<file path="config.mk">
export PLATFORM = sky130hd
export DESIGN_NAME = ssf_framer
export DESIGN_NICKNAME = d
export VERILOG_FILES = /design/src/common/ssf_pkg.sv /design/src/core/ssf_framer.sv
export VERILOG_INCLUDE_DIRS = /design/src /design/src/common
export SDC_FILE = /design/constraint.sdc
export NUM_CORES = 1
export LEC_CHECK = 0
export ABC_AREA = 1
export BUFFER_PORTS_ARGS = -buffer_cell sky130_fd_sc_hd__buf_2
export CAP_MARGIN = 20
export CORE_MARGIN = 1.5
export CORE_UTILIZATION = 51
export CTS_CLUSTER_DIAMETER = 30
export DETAILED_ROUTE_END_ITERATION = 6
export PLACE_DENSITY = 0.88
export SLEW_MARGIN = 20
export SYNTH_ARGS = -nofsm -noshare
export SYNTH_HDL_FRONTEND = slang
export SYNTH_SLANG_ARGS = --single-unit
</file>
<file path="constraint.sdc">
create_clock -name mclk -period 3.1 [get_ports mclk]
set_clock_uncertainty 0.15 [all_clocks]
set_input_delay 0.62 -clock mclk [delete_from_list [all_inputs] [get_ports mclk]]
set_output_delay 0.62 -clock mclk [all_outputs]
set_load 0.005 [all_outputs]
</file>
<file path="src/common/ssf_regs.svh">
// register offsets, reset values, sync type codes and word lengths of the sync framer
`ifndef SSF_REGS_SVH
`define SSF_REGS_SVH

`define SSF_OFS_MARKER     8'h83
`define SSF_OFS_DARK       8'h84
`define SSF_OFS_VALID      8'h85
`define SSF_OFS_CRC        8'h86
`define SSF_OFS_ALIGN      8'h87

`define SSF_RST_MARKER     10'h02a
`define SSF_RST_DARK       10'h015
`define SSF_RST_VALID      10'h035
`define SSF_RST_CRC        10'h059
`define SSF_RST_ALIGN      10'h3a6

`define SSF_TYPE_FBEGIN    3'h5
`define SSF_TYPE_FFINISH   3'h6
`define SSF_TYPE_RBEGIN    3'h1
`define SSF_TYPE_RFINISH   3'h2

`define SSF_LEN10_LAST     4'h9
`define SSF_LEN8_LAST      4'h7
`define SSF_MASK10         10'h3ff
`define SSF_MASK8          10'h3fc

`endif

</file>
<file path="src/common/ssf_pkg.sv">
// types shared by the sync channel framer
package ssf_pkg;
  typedef enum logic [2:0] {
    kind_idle,
    kind_row_begin,
    kind_row_end,
    kind_pixel,
    kind_crc
  } ssf_kind_e;
  typedef logic [9:0] ssf_word_t;
endpackage : ssf_pkg

</file>
<file path="src/core/ssf_framer.sv">
// sync channel framer: word classification, sync codes and msb-first serializer
`include "ssf_regs.svh"
`timescale 1ns/1ps
`default_nettype none

module ssf_framer #(
  parameter int NWIN = 32
) (
  input  wire logic              mclk,
  input  wire logic              resetn,
  input  wire logic              link_clk,
  input  wire logic              adc_mode8,
  input  wire logic              reg_we,
  input  wire logic [7:0]        reg_addr,
  input  wire logic [9:0]        reg_wdata,
  output logic      [9:0]        reg_rdata,
  output logic                   word_tick,
  input  wire ssf_pkg::ssf_kind_e word_kind,
  input  wire logic              black_line,
  input  wire logic [NWIN-1:0]   row_active,
  input  wire logic [NWIN-1:0]   row_first,
  input  wire logic [NWIN-1:0]   row_last,
  output logic                   id_slot,
  output logic                   sync_out
);
  import ssf_pkg::*;

  // pin synchronisers
  logic       lck1_q, lck2_q, lck3_q, lck_f_q;
  logic       md1_q, md2_q, md3_q, md_f_q;
  logic       lclk_rise;

  always_ff @(posedge mclk or negedge resetn) begin
    if (!resetn) begin
      lck1_q  <= 1'b0;
      lck2_q  <= 1'b0;
      lck3_q  <= 1'b0;
      lck_f_q <= 1'b0;
      md1_q   <= 1'b0;
      md2_q   <= 1'b0;
      md3_q   <= 1'b0;
      md_f_q  <= 1'b0;
    end else begin
      lck1_q <= link_clk;
      lck2_q <= lck1_q;
      lck3_q <= lck2_q;
      md1_q  <= adc_mode8;
      md2_q  <= md1_q;
      md3_q  <= md2_q;
      if (lck2_q == lck3_q) begin
        lck_f_q <= lck2_q;
      end
      if (md2_q == md3_q) begin
        md_f_q <= md2_q;
      end
    end
  end

  assign lclk_rise = lck2_q & lck3_q & ~lck_f_q;

  // configuration registers
  ssf_word_t marker_q, dark_q, valid_q, crc_q, align_q;
  ssf_word_t rdata_d;
  ssf_word_t rdata_q;

  always_ff @(posedge mclk or negedge resetn) begin
    if (!resetn) begin
      marker_q <= `SSF_RST_MARKER;
      dark_q   <= `SSF_RST_DARK;
      valid_q  <= `SSF_RST_VALID;
      crc_q    <= `SSF_RST_CRC;
      align_q  <= `SSF_RST_ALIGN;
    end else if (reg_we) begin
      if (reg_addr == `SSF_OFS_MARKER) marker_q <= reg_wdata;
      if (reg_addr == `SSF_OFS_DARK)   dark_q   <= reg_wdata;
      if (reg_addr == `SSF_OFS_VALID)  valid_q  <= reg_wdata;
      if (reg_addr == `SSF_OFS_CRC)    crc_q    <= reg_wdata;
      if (reg_addr == `SSF_OFS_ALIGN)  align_q  <= reg_wdata;
    end
  end

  // read mux, unmapped offsets read zero
  assign rdata_d = (reg_addr == `SSF_OFS_MARKER) ? marker_q :
                   (reg_addr == `SSF_OFS_DARK)   ? dark_q   :
                   (reg_addr == `SSF_OFS_VALID)  ? valid_q  :
                   (reg_addr == `SSF_OFS_CRC)    ? crc_q    :
                   (reg_addr == `SSF_OFS_ALIGN)  ? align_q  : 10'h000;

  always_ff @(posedge mclk or negedge resetn) begin
    if (!resetn) begin
      rdata_q <= 10'h000;
    end else begin
      rdata_q <= rdata_d;
    end
  end

  assign reg_rdata = rdata_q;

  // highest active window
  logic [4:0] hi_idx;
  logic       hi_found;

  always_comb begin
    hi_idx   = 5'h00;
    hi_found = 1'b0;
    for (int i = 0; i < NWIN; i++) begin
      if (row_active[i]) begin
        hi_idx   = i[4:0];
        hi_found = 1'b1;
      end
    end
  end

  // word classification
  logic       id_pend_q;
  logic [4:0] id_q;
  logic       is_begin, is_end, kind_sync;
  logic [2:0] type_code;
  logic       use_first, use_last;
  ssf_word_t  mask_w, sync_w, id_w, class_w, next_word;
  logic [4:0] id_d;

  assign is_begin  = (word_kind == kind_row_begin);
  assign is_end    = (word_kind == kind_row_end);
  // lower windows never get their own line codes
  assign kind_sync = !id_pend_q && (is_begin || is_end) && (black_line || hi_found);
  assign use_first = !black_line && row_first[hi_idx];
  assign use_last  = !black_line && row_last[hi_idx];
  assign type_code = is_begin ? (use_first ? `SSF_TYPE_FBEGIN : `SSF_TYPE_RBEGIN) :
                                (use_last  ? `SSF_TYPE_FFINISH : `SSF_TYPE_RFINISH);
  assign mask_w    = md_f_q ? `SSF_MASK8 : `SSF_MASK10;
  assign sync_w    = {type_code, marker_q[6:0]} & mask_w;
  // black-line id is a don't-care for the receiver, sent as zero
  assign id_d      = black_line ? 5'h00 : hi_idx;
  assign id_w      = md_f_q ? {3'b000, id_q, 2'b00} : {5'b00000, id_q};
  assign class_w   = (word_kind == kind_pixel) ? (black_line ? dark_q : valid_q) :
                     (word_kind == kind_crc)   ? crc_q :
                                                 align_q;
  // pending id overrides the requested kind; data lanes still carry pixels
  assign next_word = id_pend_q ? id_w :
                     kind_sync ? sync_w :
                                 (class_w & mask_w);

  // serializer
  logic [3:0] bit_cnt_q;
  ssf_word_t  shift_q;
  logic       sync_q;
  logic       id_slot_q;

  assign word_tick = lclk_rise && (bit_cnt_q == 4'h0);

  always_ff @(posedge mclk or negedge resetn) begin
    if (!resetn) begin
      bit_cnt_q <= 4'h0;
      shift_q   <= 10'h000;
      sync_q    <= 1'b0;
      id_pend_q <= 1'b0;
      id_q      <= 5'h00;
      id_slot_q <= 1'b0;
    end else if (word_tick) begin
      bit_cnt_q <= md_f_q ? `SSF_LEN8_LAST : `SSF_LEN10_LAST;
      sync_q    <= next_word[9];
      shift_q   <= {next_word[8:0], 1'b0};
      id_pend_q <= kind_sync;
      id_slot_q <= id_pend_q;
      if (kind_sync) begin
        id_q <= id_d;
      end
    end else if (lclk_rise) begin
      bit_cnt_q <= bit_cnt_q - 4'h1;
      sync_q    <= shift_q[9];
      shift_q   <= {shift_q[8:0], 1'b0};
    end
  end

  assign sync_out = sync_q;
  assign id_slot  = id_slot_q;

  // word spacing monitor: link rises since the last load
  logic [3:0] rise_cnt_q;
  logic [3:0] len_q;

  always_ff @(posedge mclk or negedge resetn) begin
    if (!resetn) begin
      rise_cnt_q <= 4'hf;
      len_q      <= 4'h0;
    end else if (word_tick) begin
      rise_cnt_q <= 4'h0;
      len_q      <= md_f_q ? `SSF_LEN8_LAST : `SSF_LEN10_LAST;
    end else if (lclk_rise && (rise_cnt_q != 4'hf)) begin
      rise_cnt_q <= rise_cnt_q + 4'h1;
    end
  end
endmodule : ssf_framer

`default_nettype wire

</file>
==> impl_metrics.ini <==
[status]
status = complete, no violations

[clock_tree]
hold_buffers = 0
clkLatencyLatePin_ps = 370
cts_buffer_depth = 2
post_cts_buffers = 0
cts_tree = done
clkSlewWorstSetupHoldPaths_ps = 90
htreeDepth = 3
clock_tree.root_cell = clkbuf_8
cts_buffers = 9
clock-sinks = 89

[placement]
dp.cells = 1009
pre_cts_slack_ps = -372.0
hpwlAfterDp_um = 10390
io_buffers = 135
place_congestion = 0.9027

[critical_path]
max_stage_delay_ps = 180
cp_data_required_time_ps = 3260
worst-path-buf-inv = 3
cp_max_fo = 10
cp_top_family = simple AND/OR/NAND/NOR gates
critPathKind = in2reg
slowest_stage = buf_4
cp_common_cell = nand2_1
setup.worst_path.end_class = flip-flop
worst_setup_path_start_kind = primary input
crit_arrival_ps = 3220

[floorplan]
rows = 36
die_h_um = 104.6
dieArea_mm2 = 0.01094
initial_utilization = 0.5312
die_x_um = 104.6
boundaryPins = 136
coreArea_mm2 = 0.009910

[final_layout]
layout_commonest_cell = nand2_1
area_delta_synth_final_pct = 22.30
final_cell_mix = 194 x nand2_1, 134 x buf_2, 114 x nand3_1
drive_gt1_frac = 0.2452
n_antenna_cell = 0
final_nets = 1014
multi_input_area_mm2 = 0.002530
n_fill_cell = 884
stdcell_count = 1026
layout.area.seq_mm2 = 0.002252

[grt]
grt_pass1_vias = 5243
grt_pass1_wl_um = 24010
grt_use_met2 = 0.4375
grt_util_met1 = 0.3619
grtUsageMet3 = 0.05677
grt_usage = 0.2711
top_usage_layer = met2
grt_max_degree = 90
grt_antenna_before_repair = 0
grt_overflow = 0

[pwr]
cell_internal_pwr_mw = 2.060
p_per_area_mw_per_mm2 = 464.9
p_switching_uw = 933.3
netSwitchingFraction = 0.3118
power_frac_comb = 0.229
p_seq_frac = 0.477
p_leak_nw = 3.167
p_clk_frac = 0.294
vdd_drop_max_v = 0.0002605

[synth]
ys_ff_latch = 89
syn_area_mm2 = 0.005264
syn_nets = 867
ys_warn_count = 0
postSynthAreaPerCell_um2 = 7.104
syn_inst = 741
ys_seq_area_frac = 0.4279
synth.distinct_cells = 35

[routing]
dr.pass1.iters = 6
wl_per_cell_um = 13.98
drtIter0Drc = 473
route.detailed.drc = 0
wl_um = 14340
vias = 5587
via_per_inst = 5.445
ant_nets = 0

[timing]
fmax_ghz = 0.3261
hold_viol = 0
fin_crit_sh = 0.9893
finalSetupViolations = 0
setup_ws_ps = 33.14
finalMaxSlewViolations = 0
tightest_slew_ps = 661.7
finalWorstPathRequiredPeriod_ps = 3067
holdWs_ps = 133.0
maxSlewHeadroom = 0.5578
rsz0062_at_grt = true

[run]
cap_violations = 0

[min_path]
hold_path_class = in2async
## Yosys cell counts
master | number | area share
a31oi_1 | 2 | 0.0024
dfrtp_1 | 69 | 0.33
inv_2 | 12 | 0.0086
maj3_1 | 1 | 0.0019
or2_1 | 1 | 0.0012
buf_1 | 1 | 0.00071
o311ai_0 | 1 | 0.0017
a221oi_1 | 10 | 0.017
o211ai_1 | 8 | 0.011
a21oi_2 | 2 | 0.0033
inv_1 | 80 | 0.057
ha_1 | 3 | 0.0071
nand3b_1 | 1 | 0.0014
clkinv_1 | 2 | 0.0014
o21bai_1 | 2 | 0.0029
a21oi_1 | 27 | 0.026
nand2_1 | 194 | 0.14
nor3_1 | 4 | 0.0038
nand2_2 | 1 | 0.0012
nand4_1 | 4 | 0.0048
a32o_1 | 1 | 0.0019
o22ai_1 | 4 | 0.0048
o2111ai_1 | 1 | 0.0017
o221ai_1 | 1 | 0.0017
mux2_2 | 1 | 0.0021
o21ai_1 | 1 | 0.00095
buf_6 | 5 | 0.011
clkbuf_1 | 23 | 0.016
nand3_1 | 114 | 0.11
nand2_4 | 1 | 0.0021
nand2_8 | 1 | 0.0038
dfstp_2 | 20 | 0.10
nor2_1 | 47 | 0.034
nor4_1 | 6 | 0.0071
o21ai_0 | 90 | 0.086
## registers in the layout, indices dropped and copies added (netlist names), 4 cells and up
register	cells
id_q	5
marker_q	10
valid_q	10
dark_q	10
reg_rdata	10
bit_cnt_q	4
align_q	10
shift_q	9
crc_q	10
## layout make-up
cell class | count | share of cell area
clock buffer | 10 | 0.01983
multi-input combinational | 530 | 0.3930
tap | 133 | 0.02585
clock inverter | 6 | 0.01419
timing repair buffer | 164 | 0.1417
sequential | 89 | 0.3499
inverter | 94 | 0.05559
## final timing paths
path / slack (ps) / endpoint / cells past startpoint / start
worst min register to register: 200 / lck2_q$_DFF_PN0_ / 0 / lck1_q$_DFF_PN0_
worst max-delay path: 30 / sync_out$_DFFE_PN0P_ / 42 / row_active[2]
worst max register to register: 680 / id_q[3]$_DFFE_PN0P_ / 10 / bit_cnt_q[0]$_DFFE_PN0P_
max in group asynchronous: 2300 / marker_q[5]$_DFFE_PN1P_ / 2 / resetn
worst min-delay path: 130 / reg_rdata[7]$_DFF_PN0_ / 2 / resetn
min in group mclk: 200 / lck2_q$_DFF_PN0_ / 0 / lck1_q$_DFF_PN0_
## through the flow
| stage | power [mW] | TNS, ps | util | cell area (um^2) |
|---|---|---|---|---|
| 2_1_floorplan | 1.851 | 0 | - | 5264 |
| 3_3_place_gp | 2.094 | -291.1 | 0.6255 | 6198 |
| 3_5_place_dp | 2.113 | -372.0 | 0.6255 | 6198 |
| 4_1_cts | 3.003 | 0 | 0.6476 | 6417 |
| 5_1_grt | 3.170 | -382.8 | 0.6496 | 6437 |
| 6_report | 2.993 | 0 | 0.6496 | 6437 |
## repair_timing
item / 4_1_cts / 5_1_grt
resized for setup: 0 / 3
endpoints found under the setup margin: 0 / 1
endpoints found under the hold margin: 0 / 0
## per-layer routing
layer	share of wire	wire length, um	vias up
li1	-	-	2758
met1	0.43	6163	2520
met2	0.47	6711	280
met3	0.081	1157	29
met4	0.022	312	0
met5	0	0	-
## power groups by stage
stage,Combinational [mW],Clock (mW),Sequential (mW)
final,0.686,0.880,1.43
after CTS,0.678,0.901,1.42
after detailed placement,0.668,0,1.44
after global routing,0.779,0.944,1.45
after floorplan,0.447,0,1.40
after global placement,0.654,0,1.44
## cell families (layout without fill, tap and decap cells)
group | Yosys count | in the layout | synth area share
AO/OA/AOI/OAI | 150 | 150 | 0.1604
adder cells (fa/ha/maj) | 4 | 4 | 0.009033
buffers and inverters | 123 | 274 | 0.09484
flip-flops | 89 | 89 | 0.4279
multiplexers | 1 | 1 | 0.002139
AND/OR/NAND/NOR | 374 | 375 | 0.3057
## worst register-to-register path: stages (launching register included)
cell and delay (ps):
dfrtp_1 370, inv_1 120, ha_1 170, nand2_1 50
nor2_1 130, clkinv_1 230, nor2_1 270, inv_1 200
nor2_1 300, nand2_1 170, o21ai_0 180
No activity file was read; power rests on OpenSTA's default activity.
